[config.mk]
export PLATFORM = sky130hd
export DESIGN_NAME = asc_seq0_ctrl
export DESIGN_NICKNAME = d
export VERILOG_FILES = /design/src/rtl/asc_pkg.sv /design/src/rtl/asc_first_set.sv /design/src/rtl/asc_seq0_ctrl.sv
export SDC_FILE = /design/constraint.sdc
export NUM_CORES = 1
export LEC_CHECK = 0
export CAP_MARGIN = 20
export CORE_ASPECT_RATIO = 2
export CORE_MARGIN = 2
export CORE_UTILIZATION = 35
export CTS_CLUSTER_SIZE = 24
export DETAILED_ROUTE_END_ITERATION = 8
export DONT_BUFFER_PORTS = 1
export SETUP_SLACK_MARGIN = 0.3
export SYNTH_ARGS = -nofsm -noshare
export SYNTH_HDL_FRONTEND = slang
export SYNTH_HIERARCHICAL = 1
export SYNTH_SLANG_ARGS = --single-unit
export TNS_END_PERCENT = 100
[constraint.sdc]
create_clock -name CLK_SYS_IN -period 4.7 [get_ports CLK_SYS_IN]
set_clock_uncertainty 0.15 [all_clocks]
set_input_delay 1.175 -clock CLK_SYS_IN [delete_from_list [all_inputs] [get_ports CLK_SYS_IN]]
set_output_delay 1.175 -clock CLK_SYS_IN [all_outputs]
set_load 0.03 [all_outputs]
[src/rtl/asc_pkg.sv]
// Purpose: constants and types of the sequencer-0 sample control block
// Assumes: classic Wishbone slave, 32-bit data, byte addresses
// Notes:   register offsets and status layout are local choices
// Function
// [RL1] software must set the end-of-sequence bit of at least one slot, any slot may carry it
// [RL2] the control register is 32 bits wide and holds the setup of eight sample slots
// [RL3] slot n interrupt enable sits at bit 4n+2 and lets that slot's completion raise the raw interrupt
// [RL4] slot n end-of-sequence bit sits at bit 4n+1 and marks that slot as the last sample
// [RL5] after reset only the eighth slot's end bit reads one, every other end and enable bit reads zero
// [RL6] bit 0 selects one-shot mode, resets to zero, and makes each trigger take a single sample
// [RL7] reserved bits read zero and ignore writes, and software leaves them alone
// [RL8] each slot converts the analog input named by its 3-bit select field, slot 0 in the lowest field
// [RL9] results leave in slot order starting at slot 0
// [RL10] stepping runs upward from slot 0 and stops at the lowest slot whose end bit is set
package asc_pkg;
   localparam int          ASC_ADR_W      = 8;
   localparam int          ASC_DATA_W     = 10;
   localparam int          ASC_SLOTS      = 8;
   localparam int          ASC_SLOT_W     = 3;
   localparam int          ASC_MUX_W      = 3;
   localparam int          ASC_STRIDE     = 4;
   localparam int          ASC_ONESHOT    = 0;
   localparam int          ASC_END_POS    = 1;
   localparam int          ASC_IE_POS     = 2;
   localparam logic [7:0]  ASC_OFF_CTL    = 8'h00;
   localparam logic [7:0]  ASC_OFF_MUX    = 8'h04;
   localparam logic [7:0]  ASC_OFF_STAT   = 8'h08;
   localparam logic [7:0]  ASC_OFF_MASK   = 8'h0c;
   localparam logic [31:0] ASC_CTL_RESET  = 32'h2000_0000;
   localparam logic [31:0] ASC_CTL_WMASK  = 32'h6666_6667;
   localparam logic [31:0] ASC_MUX_WMASK  = 32'h7777_7777;
   localparam logic [31:0] ASC_MUX_RESET  = 32'h0000_0000;
   // status and mask: bit 0 sample interrupt, bit 1 sequence done
   localparam int          ASC_EV_W       = 2;
   localparam int          ASC_EV_SAMPLE  = 0;
   localparam int          ASC_EV_SEQ     = 1;
   localparam logic [1:0]  ASC_EV_RESET   = 2'h0;
   // read-only view in the status word
   localparam int          ASC_ST_SLOT_LO = 4;
   localparam int          ASC_ST_BUSY    = 8;
   localparam logic [2:0]  ASC_SLOT_FIRST = 3'h0;
   localparam logic [2:0]  ASC_SLOT_STEP  = 3'h1;

   typedef enum logic [1:0]
   {
      ASC_IDLE  = 2'b00,
      ASC_START = 2'b01,
      ASC_WAIT  = 2'b10
   } asc_state_t;
endpackage

[src/rtl/asc_first_set.sv]
// Purpose: lowest set bit finder for the end-of-sequence markers
// Assumes: WIDTH is a power of two matching 2**IDX_W
// Notes:   with no bit set the top index is returned
`timescale 1ns/1ps
module asc_first_set
#(
   parameter int WIDTH = 8,
   parameter int IDX_W = 3
)
(
   input  wire logic [WIDTH-1:0] bits_in,
   output logic      [IDX_W-1:0] index_out
);
   always_comb
   begin
      index_out = IDX_W'(WIDTH - 1);
      for (int i = WIDTH - 1; i >= 0; i--)
      begin
         if (bits_in[i])
         begin
            index_out = IDX_W'(i);
         end
      end
   end
endmodule

[src/rtl/asc_seq0_ctrl.sv]
// Purpose: sequencer-0 sample control registers and slot stepping
// Assumes: trigger and converter handshake come from logic on CLK_SYS_IN
// Notes:   a missing end bit behaves as if the eighth slot carried it
//
// Chosen here: the placing of the registers and the Wishbone interface to the registers.
`timescale 1ns/1ps
module asc_seq0_ctrl
(
   input  wire logic                            CLK_SYS_IN,
   input  wire logic                            RESET_IN,
   input  wire logic                            WB_CYC_IN,
   input  wire logic                            WB_STB_IN,
   input  wire logic                            WB_WE_IN,
   input  wire logic [asc_pkg::ASC_ADR_W-1:0]   WB_ADR_IN,
   input  wire logic [3:0]                      WB_SEL_IN,
   input  wire logic [31:0]                     WB_DAT_IN,
   output logic      [31:0]                     WB_DAT_OUT,
   output logic                                 WB_ACK_OUT,
   input  wire logic                            TRIG_IN,
   output logic                                 CONV_START_OUT,
   output logic      [asc_pkg::ASC_MUX_W-1:0]   CONV_CHAN_OUT,
   input  wire logic                            CONV_DONE_IN,
   input  wire logic [asc_pkg::ASC_DATA_W-1:0]  CONV_DATA_IN,
   output logic                                 RESULT_WR_OUT,
   output logic      [asc_pkg::ASC_DATA_W-1:0]  RESULT_DATA_OUT,
   output logic      [asc_pkg::ASC_SLOT_W-1:0]  RESULT_SLOT_OUT,
   output logic                                 RAW_IRQ_OUT,
   output logic                                 BUSY_OUT,
   output logic                                 IRQ_OUT
);
   import asc_pkg::*;

   logic        [31:0]           ctl_ff;
   logic        [31:0]           mux_ff;
   logic        [ASC_EV_W-1:0]   status_ff;
   logic        [ASC_EV_W-1:0]   mask_ff;
   logic                         ack_ff;
   logic        [31:0]           rdat_ff;
   asc_state_t                   state_ff;
   asc_state_t                   nxt_state;
   logic        [ASC_SLOT_W-1:0] slot_ff;
   logic        [ASC_SLOT_W-1:0] nxt_slot;
   logic        [ASC_SLOT_W-1:0] shot_ff;
   logic        [ASC_SLOT_W-1:0] nxt_shot;
   logic        [ASC_MUX_W-1:0]  chan_ff;
   logic                         wr_ff;
   logic        [ASC_DATA_W-1:0] rdata_ff;
   logic        [ASC_SLOT_W-1:0] rslot_ff;
   logic                         raw_ff;

   wire         [ASC_SLOTS-1:0]  end_bits;
   wire         [ASC_SLOTS-1:0]  ie_bits;
   wire         [ASC_MUX_W-1:0]  mux_sel [ASC_SLOTS];
   wire         [ASC_SLOT_W-1:0] end_slot;
   wire                          one_shot = ctl_ff[ASC_ONESHOT];

   // [RL3] [RL4] [RL8] per-slot fields
   for (genvar i = 0; i < ASC_SLOTS; i++)
   begin : g_slot
      assign end_bits[i] = ctl_ff[ASC_STRIDE*i + ASC_END_POS];
      assign ie_bits[i]  = ctl_ff[ASC_STRIDE*i + ASC_IE_POS];
      assign mux_sel[i]  = mux_ff[ASC_STRIDE*i +: ASC_MUX_W];
   end

   // [RL10] lowest marked slot ends the sequence
   asc_first_set #(.WIDTH(ASC_SLOTS), .IDX_W(ASC_SLOT_W)) u_end
   (
      .bits_in   (end_bits),
      .index_out (end_slot)
   );

   // bus decode
   wire        req      = WB_CYC_IN & WB_STB_IN;
   wire        wb_wr    = req & WB_WE_IN & ack_ff;
   wire [31:0] lane     = {{8{WB_SEL_IN[3]}}, {8{WB_SEL_IN[2]}}, {8{WB_SEL_IN[1]}}, {8{WB_SEL_IN[0]}}};
   wire        hit_ctl  = WB_ADR_IN == ASC_OFF_CTL;
   wire        hit_mux  = WB_ADR_IN == ASC_OFF_MUX;
   wire        hit_stat = WB_ADR_IN == ASC_OFF_STAT;
   wire        hit_mask = WB_ADR_IN == ASC_OFF_MASK;
   wire        wr_ctl   = wb_wr & hit_ctl;
   wire        wr_mux   = wb_wr & hit_mux;
   wire        wr_stat  = wb_wr & hit_stat & WB_SEL_IN[0];
   wire        wr_mask  = wb_wr & hit_mask & WB_SEL_IN[0];
   // [RL2] [RL7] byte-lane merge, reserved bits kept at zero
   wire [31:0] nxt_ctl  = ((ctl_ff & ~lane) | (WB_DAT_IN & lane)) & ASC_CTL_WMASK;
   wire [31:0] nxt_mux  = ((mux_ff & ~lane) | (WB_DAT_IN & lane)) & ASC_MUX_WMASK;

   wire [31:0] stat_word = {23'h000000, BUSY_OUT, 1'b0, slot_ff, 2'h0, status_ff};
   wire [31:0] rd_mux    = hit_ctl  ? ctl_ff :
                           hit_mux  ? mux_ff :
                           hit_stat ? stat_word :
                           hit_mask ? {30'h00000000, mask_ff} : 32'h0000_0000;

   // sequencer
   wire                  cur_ie   = ie_bits[slot_ff];
   wire [ASC_MUX_W-1:0]  cur_mux  = mux_sel[slot_ff];
   wire                  done     = (state_ff == ASC_WAIT) & CONV_DONE_IN;
   wire                  at_end   = slot_ff == end_slot;
   // [RL6] one sample per trigger in one-shot mode
   wire                  cur_last = one_shot | at_end;
   // pointer may sit past a newly shortened sequence, so wrap it
   wire [ASC_SLOT_W-1:0] shot_start = (shot_ff > end_slot) ? ASC_SLOT_FIRST : shot_ff;
   wire [ASC_SLOT_W-1:0] slot_inc   = slot_ff + ASC_SLOT_STEP;

   always_comb
   begin
      nxt_state = state_ff;
      nxt_slot  = slot_ff;
      nxt_shot  = shot_ff;
      unique case (state_ff)
         ASC_IDLE:
         begin
            if (TRIG_IN)
            begin
               nxt_state = ASC_START;
               // [RL9] full sequence always opens at slot 0
               nxt_slot  = one_shot ? shot_start : ASC_SLOT_FIRST;
            end
         end
         ASC_START:
         begin
            nxt_state = ASC_WAIT;
         end
         ASC_WAIT:
         begin
            if (CONV_DONE_IN)
            begin
               if (cur_last)
               begin
                  nxt_state = ASC_IDLE;
                  nxt_shot  = at_end ? ASC_SLOT_FIRST : slot_inc;
               end
               else
               begin
                  // [RL10] step upward
                  nxt_state = ASC_START;
                  nxt_slot  = slot_inc;
               end
            end
         end
         default:
         begin
            nxt_state = ASC_IDLE;
         end
      endcase
   end

   // [RL3] unmasked per-slot completion event
   wire [ASC_EV_W-1:0] ev_set = {done & cur_last, done & cur_ie};
   wire [ASC_EV_W-1:0] ev_clr = wr_stat ? WB_DAT_IN[ASC_EV_W-1:0] : ASC_EV_RESET;

   always_ff @(posedge CLK_SYS_IN or posedge RESET_IN)
   begin
      if (RESET_IN)
      begin
         ack_ff  <= 1'b0;
         rdat_ff <= 32'h0000_0000;
      end
      else
      begin
         ack_ff  <= req & ~ack_ff;
         rdat_ff <= (req & ~ack_ff) ? rd_mux : rdat_ff;
      end
   end

   // [RL5] reset leaves only the eighth end marker set
   always_ff @(posedge CLK_SYS_IN or posedge RESET_IN)
   begin
      if (RESET_IN)
      begin
         ctl_ff  <= ASC_CTL_RESET;
         mux_ff  <= ASC_MUX_RESET;
         mask_ff <= ASC_EV_RESET;
      end
      else
      begin
         ctl_ff  <= wr_ctl  ? nxt_ctl : ctl_ff;
         mux_ff  <= wr_mux  ? nxt_mux : mux_ff;
         mask_ff <= wr_mask ? WB_DAT_IN[ASC_EV_W-1:0] : mask_ff;
      end
   end

   // set wins over a same-cycle write-one clear
   always_ff @(posedge CLK_SYS_IN or posedge RESET_IN)
   begin
      if (RESET_IN)
      begin
         status_ff <= ASC_EV_RESET;
      end
      else
      begin
         status_ff <= (status_ff & ~ev_clr) | ev_set;
      end
   end

   always_ff @(posedge CLK_SYS_IN or posedge RESET_IN)
   begin
      if (RESET_IN)
      begin
         state_ff <= ASC_IDLE;
         slot_ff  <= ASC_SLOT_FIRST;
         shot_ff  <= ASC_SLOT_FIRST;
         chan_ff  <= '0;
      end
      else
      begin
         state_ff <= nxt_state;
         slot_ff  <= nxt_slot;
         shot_ff  <= nxt_shot;
         // [RL8] input select of the slot about to convert
         chan_ff  <= mux_sel[nxt_slot];
      end
   end

   // [RL9] results leave tagged with their slot, in stepping order
   always_ff @(posedge CLK_SYS_IN or posedge RESET_IN)
   begin
      if (RESET_IN)
      begin
         wr_ff    <= 1'b0;
         rdata_ff <= '0;
         rslot_ff <= ASC_SLOT_FIRST;
         raw_ff   <= 1'b0;
      end
      else
      begin
         wr_ff    <= done;
         rdata_ff <= done ? CONV_DATA_IN : rdata_ff;
         rslot_ff <= done ? slot_ff : rslot_ff;
         raw_ff   <= done & cur_ie;
      end
   end

   assign WB_ACK_OUT      = ack_ff;
   assign WB_DAT_OUT      = rdat_ff;
   assign CONV_START_OUT  = state_ff == ASC_START;
   assign CONV_CHAN_OUT   = chan_ff;
   assign RESULT_WR_OUT   = wr_ff;
   assign RESULT_DATA_OUT = rdata_ff;
   assign RESULT_SLOT_OUT = rslot_ff;
   assign RAW_IRQ_OUT     = raw_ff;
   assign BUSY_OUT        = state_ff != ASC_IDLE;
   assign IRQ_OUT         = |(status_ff & mask_ff);
endmodule
Yosys cells after proc, flatten, opt, wreduce, memory -nomap -nowiden. Cells that the tools add are included.

Output and inout bits: 54. Word-level logic and storage cells: 86. Input port bits: 61. Flip-flop bits (word level): 104.

Mux-type cells: 28. Reduce and logical (&&, ||, !) cells: 6. Bitwise gates (word level): 26. Equality and inequality tests: 8. Order comparisons: 3. $add $sub $neg: 1.

Operators with widths (count): 31-bit AND (3); 31-bit two-way mux (2); 31-bit bitwise OR (2); 3-bit two-way mux (12); 31-bit inverter (1); 8-bit by 4-bit == test with 1-bit output (second input constant) (2); 1-bit AND (13); 2-bit two-way mux (6); 3-bit binary-select mux with 3-bit select (1); 9-bit two-way mux (1); 8-bit by 3-bit == test with 1-bit output (second input constant) (1); 8-bit logical NOT (1); 2-bit case mux with 3 select lines (1); 3-bit case mux with 2 select lines (1); 2-bit AND (2); 4-bit greater-or-equal comparator (second input constant) (1); 3-bit by 4-bit < comparator with 1-bit output (second input constant) (1); 2-bit inequality test (second input constant) (2); 3-bit inverter with 4-bit output (1); 3-bit by 1-bit adder with 3-bit output (second input constant) (1); 1-bit binary-select mux with 3-bit select (1); 3-bit == test (1); 3-bit greater-than comparator (1); 1-bit two-way mux (3); other kinds (11) (11).

Longest topological paths before layout. Gate-level depths: netlist (run 1).

Depth after elaboration: 16. Depth in mapped cells: 13. Depth with buffers taken out: 12.

By module. Netlist (run 1), hierarchy kept.

Modules (own cells, without submodules): asc_seq0_ctrl (sequential area each 2403.6 µm², times used 1, cells an instance 399, area each 4505.6 µm²); asc_first_set (sequential area each 0.0 µm², times used 1, cells an instance 9, area each 50.0 µm²).

Least setup slack after synthesis (run 1). No wires, ideal clock.

Path kind: input -> register. From: input port WB_ADR_IN[5] (netlist name). To: register with a tool-made name. Buffers on the path: 0. Path slack: 1.652 ns. Data required time: 4.425 ns. Stages on the path: 5. Setup time: 0.125 ns. Arrival time: 2.773 ns. Path through: or4_1 > nor4_4 > nand2_1 > nor2_2 > mux2_2.

RTL lines: from (decl) (line asc_seq0_ctrl.sv:14) `input wire logic [asc_pkg::ASC_ADR_W-1:0] WB_ADR_IN,`.

==> reports/qor.txt, run 1 <==
outcome: finished, final reports clean
CTS tree: built
reg2reg path depth: 10
gpl congestion: 0.810
Die Wd: 84.7 µm
leak pwr: 0.00239 µW
number of flops mapped to enable cells by yosys: 0
DR iter-0 viols: 130
Reg clk slew, reported paths: 0.06 ns
area grow syn2layout: 8.90%
Avg Cell Area, Syn: 11.2 µm²
combinational share of power: 0.184
io pins: 115
ant diodes: 0
vias per cell: 5.20
Clock Sinks: 96
number of gates resized after CTS: 0
Main synth FF type: dfrtp_1
Final setup viols: 0
WHS Path Cells: 1
Worst setup EP type: flip-flop
synthesis-stage register bit count: 96
post-synth cell types: 47
Hold Path Origin: status_ff[0]$_DFF_PP0_
Final Hold Vio Count: 0
worst slew pin tran: 0.627 ns
Post-CTS Setup Inserts: 0
CORE AREA: 0.0128 mm²
top cell type's share of synthesized area: 0.522
fmax: 292 MHz
final critical-path share of the clock period: 0.728
Critical Path Slowest Stage Cell: nor4_1
grt ovf: 0
sw frac: 0.335
pwr/cell area: 446 mW/mm²
share of layout cells above drive strength 1: 0.184
Detailed Route WL: 10500 µm
top cells by area, synth: dfrtp_1 52%, mux2_2 11%, mux2i_1 7.7%, nand2_1 7.3%, o21ai_0 3.3%
Syn Std Cell Area: 0.00456 mm²
Root Buffer: clkbuf_16
DRT Pass-1 Iters: 4
Vias: 2934
clock power share: 0.321
die area: 0.0140 mm²
hold buffer count at cts: 0
most used cell, CP: mux2i_1
sequential power share: 0.495
Yosys Warn Count: 6
CP Class: flip-flop to flip-flop
site row count: 59
setup repair after global routing missed its margin: false
H-tree depth reported by CTS: 3
first-pass GRT wire length: 16600 µm
fin nets: 472
CP Data Required Time: 4.77 ns
initial core utilization: 0.355
PnR worst setup slack: 1.28 ns
Largest delay share family, worst path: simple AND/OR/NAND/NOR gates
max_cap viols: 0
setup_tns: 0 ns
CP peak stage delay: 0.48 ns
largest net degree at the start of global routing: 83
Routed Antenna Nets: 0
maximum vdd drop: 0.000287 V
Hold Path Class: flip-flop to flip-flop
Synth async-reset ratio: 1.00
Avg WL per Cell: 18.5 µm
Worst setup SP type: flip-flop
Bufs and invs on worst path: 1
switching power: 741 µW
Final min period: 3.42 ns
Buffers on Ports: 0
final slew viol count: 0
clk buf depth: 2
antenna violations before repair: 0
Synth Instances: 408
Reg-to-Reg End: CONV_CHAN_OUT[1]$_DFF_PP0_
Worst Path Arrival: 3.49 ns
fin util: 0.386
clk_lat worst skew: 0.34 ns
R2R Setup Slk: 1.28 ns
Residual DRC: 0
critical path peak fanout: 13
Min-Delay Endpoint: status_ff[0]$_DFF_PP0_
clock buffer count from CTS: 9
crit-path cells: nor4_1 -> inv_1 -> ha_1 -> and3_1 -> o21a_1 -> o2111ai_1 -> nand3_2 -> mux2i_1 -> mux2i_1 -> mux2_2
dpl ws: 1.12 ns
relative slew slack: 0.581
DP HPWL: 7630 µm
vias in the first global route: 3077
sequential area share after synthesis: 0.528
Pint: 1470 µW
total track usage: 0.155
leading area contributor after synthesis: dfrtp_1
Die Span Y: 165 µm
-- worst max-delay path by stage --
stage	slack (ns)	from	end	depth (start not counted)
finish	1.28	flip-flop	CONV_CHAN_OUT[1]$_DFF_PP0_	10
detailed placement	1.12	CONV_DONE_IN	CONV_CHAN_OUT[1]$_DFF_PP0_	7
global placement	1.09	CONV_DONE_IN	CONV_CHAN_OUT[1]$_DFF_PP0_	7
global route	1.12	flip-flop	CONV_CHAN_OUT[1]$_DFF_PP0_	10
floorplan	0.87	RESET_IN	CONV_CHAN_OUT[0]$_DFF_PP0_	1
CTS	1.23	flip-flop	CONV_CHAN_OUT[1]$_DFF_PP0_	8
-- kinds of logic after synthesis --
kind of cell             after synthesis  share of synthesized area
AO/OA/AOI/OAI                         54                     0.0744
AND/OR/NAND/NOR                      130                      0.126
XOR/XNOR                               4                    0.00769
flip-flops                            96                      0.528
buffers and inverters                 34                     0.0406
adder cells (fa/ha/maj)                4                     0.0110
multiplexers                          85                      0.212
other                                  1                   0.000823
-- synthesized netlist by cell type, types with 2 or more instances --
cell type  number
nor2_1         15
nand3_1         3
nor2b_1         5
a22o_1          3
inv_2           2
or2_2           2
ha_1            4
nor3_1          4
a31oi_1         4
nand2_1        89
inv_1          10
mux2_2         46
dfrtp_1        95
o21ai_0        30
o21a_1          2
mux2i_1        35
a21oi_1         5
buf_4           9
mux4_1          2
xnor2_1         3
mux4_2          2
nand2b_1        2
and3_1          2
clkbuf_1        9
buf_1           2
a32oi_1         2
-- cell type report --
class	instances	area (µm²)
Inverter	12	47.5
Clock buffer	13	240
Fill cell	1279	7880
Sequential cell	96	2400
Tap cell	152	190
Timing Repair Buffer	3	42.5
Multi-Input combinational cell	285	1990
Clock inverter	3	43.8
-- placed cells by master (no fill, tap or decap), drive strengths merged, types with 4 or more instances in the layout --
cell type / instances
mux2i: 35
clkbuf: 13
mux2: 46
nor3: 4
dfrtp: 95
inv: 12
nand3: 4
nand2: 89
a21oi: 6
o21ai: 30
ha: 4
conb: 8
nor2b: 5
mux4: 4
nor2: 16
a31oi: 4
-- worst register-to-register path, cell delays in order (launching register included) --
cell and delay (ns):
dfrtp_1 0.44, nor4_1 0.48, inv_1 0.09, ha_1 0.30, and3_1 0.16, o21a_1 0.18
o2111ai_1 0.21, nand3_2 0.44, mux2i_1 0.45, mux2i_1 0.11, mux2_2 0.28
-- layer usage --
layer,wire length (µm),track usage,up-vias
li1,-,-,1391
met1,4260,0.195,1422
met2,5020,0.248,108
met3,1010,0.0577,13
met4,159,0.0462,0
met5,0,0,-
-- per-stage QoR --
step | instance area, µm² | std cells | hold WS (ns) | power (µW)
after floorplan | 4580 | 415 | 0.312 | 1450
after global placement | 4650 | 547 | 0.338 | 1510
after detailed placement | 4650 | 547 | 0.347 | 1520
after CTS | 4930 | 563 | 0.366 | 2240
after global routing | 4960 | 564 | 0.399 | 2320
final | 4960 | 564 | 0.366 | 2210
-- power by group through the flow --
stage          registers [µW]  clock network, µW  logic, µW
2_1_floorplan            1070                  0        382
3_3_place_gp             1110                  0        406
3_5_place_dp             1110                  0        407
4_1_cts                  1100                731        410
5_1_grt                  1110                757        454
6_report                 1100                710        407
No activity file was read; power rests on OpenSTA's default activity.
==> run 2: changes to the inputs <==
--- a/config.mk
+++ b/config.mk
@@ -5,6 +5,7 @@
 export SDC_FILE = /design/constraint.sdc
 export NUM_CORES = 1
 export LEC_CHECK = 0
+export ABC_AREA = 1
 export CAP_MARGIN = 20
 export CORE_ASPECT_RATIO = 2
 export CORE_MARGIN = 2
==> constraint.sdc (replaced) <==
create_clock -name CLK_SYS_IN -period 3.37 [get_ports CLK_SYS_IN]
set_clock_uncertainty 0.15 [all_clocks]
set_input_delay 0.8425 -clock CLK_SYS_IN [delete_from_list [all_inputs] [get_ports CLK_SYS_IN]]
set_output_delay 0.8425 -clock CLK_SYS_IN [all_outputs]
set_load 0.03 [all_outputs]
==> run 2 against run 1 <==
Against the previous run:
- setup slack worse by 0.69 ns
- utilization increased by 0.53 points
- first-iteration DRC count grew 140%
- final area is 1.9% higher
- critical endpoint is now CONV_CHAN_OUT[2]$_DFF_PP0_
- area after synthesis is 1.0% higher
==> reports/qor.txt, run 2 <==
DR iter-0 viols: 308 (+140%)
final slew viol count: 0 (unchanged)
top post-synthesis cells by count: 167 x nand2_1, 95 x dfrtp_1, 68 x inv_1
top cell type's share of synthesized area: 0.516 (-0.00539)
crit-path cells: inv_1 -> nand2_1 -> nor3_1 -> inv_1 -> ha_1 -> a21oi_1 -> o21ai_0 -> nand2_1 -> nand2_1 -> a21oi_1 -> nand2_2 -> inv_2 -> nand3_1 -> nand2_1 -> nand2_1 -> nand2_1
clock buffer count from CTS: 9 (unchanged)
Synth async-reset ratio: 1.00 (unchanged)
fin nets: 624 (+32%)
outcome: finished, final reports clean
Fill cells: 1303 (+1.9%)
Die Wd: 85.1 µm (+0.50%)
Post-CTS Setup Inserts: 0 (unchanged)
clk buf depth: 2 (unchanged)
Hold Path Class: primary input to asynchronous set/reset pin
grt ovf: 0 (unchanged)
vias in the first global route: 3886 (+26%)
placed inst area: 0.00475 mm² (+2.1%)
hold buffer count at cts: 0 (unchanged)
synthesis-stage register bit count: 96 (unchanged)
worst slew pin tran: 0.744 ns (+0.116 ns)
Main synth FF type: dfrtp_1
FF/Latch Area: 0.00240 mm² (unchanged)
final critical-path share of the clock period: 0.825 (+0.0972)
number of gates resized after CTS: 0 (unchanged)
footprint of the multi-input gates: 0.00180 mm² (-9.6%)
Avg Cell Area, Syn: 8.26 µm² (-26%)
area grow syn2layout: 9.87%
Detailed Route WL: 13000 µm (+25%)
ant diodes: 0 (unchanged)
Yosys Warn Count: 6 (unchanged)
count leader, synth: nand2_1
Vias: 3735 (+27%)
leak pwr: 0.00249 µW (+4.1%)
gpl congestion: 0.867 (+7.1%)
Final Hold Vio Count: 0 (unchanged)
largest net degree at the start of global routing: 48 (-42%)
Residual DRC: 0 (unchanged)
Synth Instances: 557 (+37%)
setup repair after global routing missed its margin: false
pwr/cell area: 699 mW/mm² (+57%)
CTS tree: built
number of flops mapped to enable cells by yosys: 0 (unchanged)
Largest delay share family, worst path: simple AND/OR/NAND/NOR gates
Avg WL per Cell: 18.2 µm (-1.9%)
initial core utilization: 0.356 (+0.00165)
Clock Sinks: 96 (unchanged)
vias per cell: 5.22 (+0.28%)
Final min period: 2.78 ns (-0.640 ns)
Bufs and invs on worst path: 3 (+2)
antenna violations before repair: 0 (unchanged)
Final setup viols: 0 (unchanged)
CORE AREA: 0.0129 mm² (+0.57%)
max_cap viols: 0 (unchanged)
Root Buffer: clkbuf_16
critical path peak fanout: 7 (-6)
fmax: 360 MHz (+23%)
H-tree depth reported by CTS: 3 (unchanged)
site row count: 59 (unchanged)
post-synth cell types: 39 (-17%)
relative slew slack: 0.503 (-0.0779)
Worst setup EP type: flip-flop
Routed Antenna Nets: 0 (unchanged)
Buffers on Ports: 0 (unchanged)
DRT Pass-1 Iters: 4 (unchanged)
Worst setup SP type: flip-flop
DP HPWL: 10000 µm (+31%)
Reg clk slew, reported paths: 0.07 ns (about the same)
fin area: 0.00506 mm² (+1.9%)
io pins: 115 (unchanged)
clk_lat worst skew: 0.35 ns (about the same)
Critical Path Slowest Stage Cell: dfrtp_1
die area: 0.0141 mm² (+1.0%)
commonest non-fill, non-tap cell in the layout: nand2_1
CP Class: flip-flop to flip-flop
fin util: 0.391 (+0.00525)
maximum vdd drop: 0.000422 V (+47%)
Die Span Y: 166 µm (+0.51%)
most used cell, CP: nand2_1
reg2reg path depth: 16 (+6)
CP peak stage delay: 0.41 ns (-0.07 ns)
CP Data Required Time: 3.50 ns (-1.27 ns)
sequential area share after synthesis: 0.522 (-0.00545)
top cells by area, synth: dfrtp_1 52%, nand2_1 14%, o21ai_0 6.3%, inv_1 5.5%, nand3_1 4.8%
Syn Std Cell Area: 0.00460 mm² (+1.0%)
Crit path depth: 16 (+6)
leading area contributor after synthesis: dfrtp_1
first-pass GRT wire length: 21000 µm (+26%)
setup_tns: 0 ns (unchanged)
Worst Path Arrival: 2.91 ns (-0.58 ns)
most frequent cells in the layout: 167 x nand2_1, 95 x dfrtp_1, 67 x inv_1
total track usage: 0.192 (+0.0369)
share of layout cells above drive strength 1: 0.0762 (-0.108)
[run 2: cell types whose count changed in the layout (fill, tap and decap cells not counted), moves of 7 or more]
cell / change
mux2_2: -45
mux2i_1: -33
inv_1: +58
nand2_1: +78
o211ai_1: +14
o21ai_0: +28
nand3_1: +41
nor2_1: +9
a21oi_1: +7
[run 2: power by group]
group | switching, µW | total [µW] | internal, µW | leakage, µW
logic | 599 | 853 | 255 | 0.00108
clock network | 486 | 1080 | 590 | 0.000149
registers | 310 | 1610 | 1300 | 0.00126
[run 2: final cells by class]
| type | instances | area share |
|---|---|---|
| repair buffers | 7 | 0.0129 |
| well taps | 152 | 0.0376 |
| inverters | 75 | 0.0569 |
| flip-flops and latches | 96 | 0.475 |
| clock inverters | 7 | 0.0166 |
| clock buffers | 9 | 0.0445 |
| multi-input cells | 370 | 0.356 |
[run 2: stage by stage]
| step | std cells | hold WS, ns | power (µW) | worst slack, ns |
|---|---|---|---|---|
| after CTS | 716 | 0.191 | 3560 | 0.616 |
| after global routing | 716 | 0.202 | 3730 | 0.320 |
| after detailed placement | 700 | 0.325 | 2480 | 0.636 |
| after global placement | 700 | 0.318 | 2460 | 0.635 |
| final | 716 | 0.190 | 3540 | 0.591 |
| after floorplan | 564 | 0.303 | 2260 | 1.03 |
[run 2: final timing paths]
kind / to / slack (ns)
worst max-delay path: CONV_CHAN_OUT[2]$_DFF_PP0_ / 0.59
min in group CLK_SYS_IN: flip-flop / 0.34
worst min-delay path: RESULT_DATA_OUT[6]$_DFFE_PP0P_ / 0.19
worst min register to register: flip-flop / 0.34
worst max register to register: CONV_CHAN_OUT[2]$_DFF_PP0_ / 0.59
max in group asynchronous: WB_DAT_OUT[9]$_DFFE_PP0P_ / 2.12
[run 2: logic make-up after synthesis]
group           after synthesis  synth area share
compound gates               96             0.120
xor+xnor                      2           0.00381
fa+ha+maj                     4            0.0109
buf+inv                      98            0.0921
flops                        96             0.522
mux                           3           0.00680
other cells                   1          0.000815
simple gates                257             0.244
[run 2: routing by layer]
layer,wire length (µm),part of all wire,GRT usage,up-vias
met1,4810,0.37,0.205,1785
li1,-,-,-,1785
met4,714,0.055,0.112,0
met2,6810,0.52,0.336,127
met3,683,0.052,0.0432,38
met5,0,0,0,-
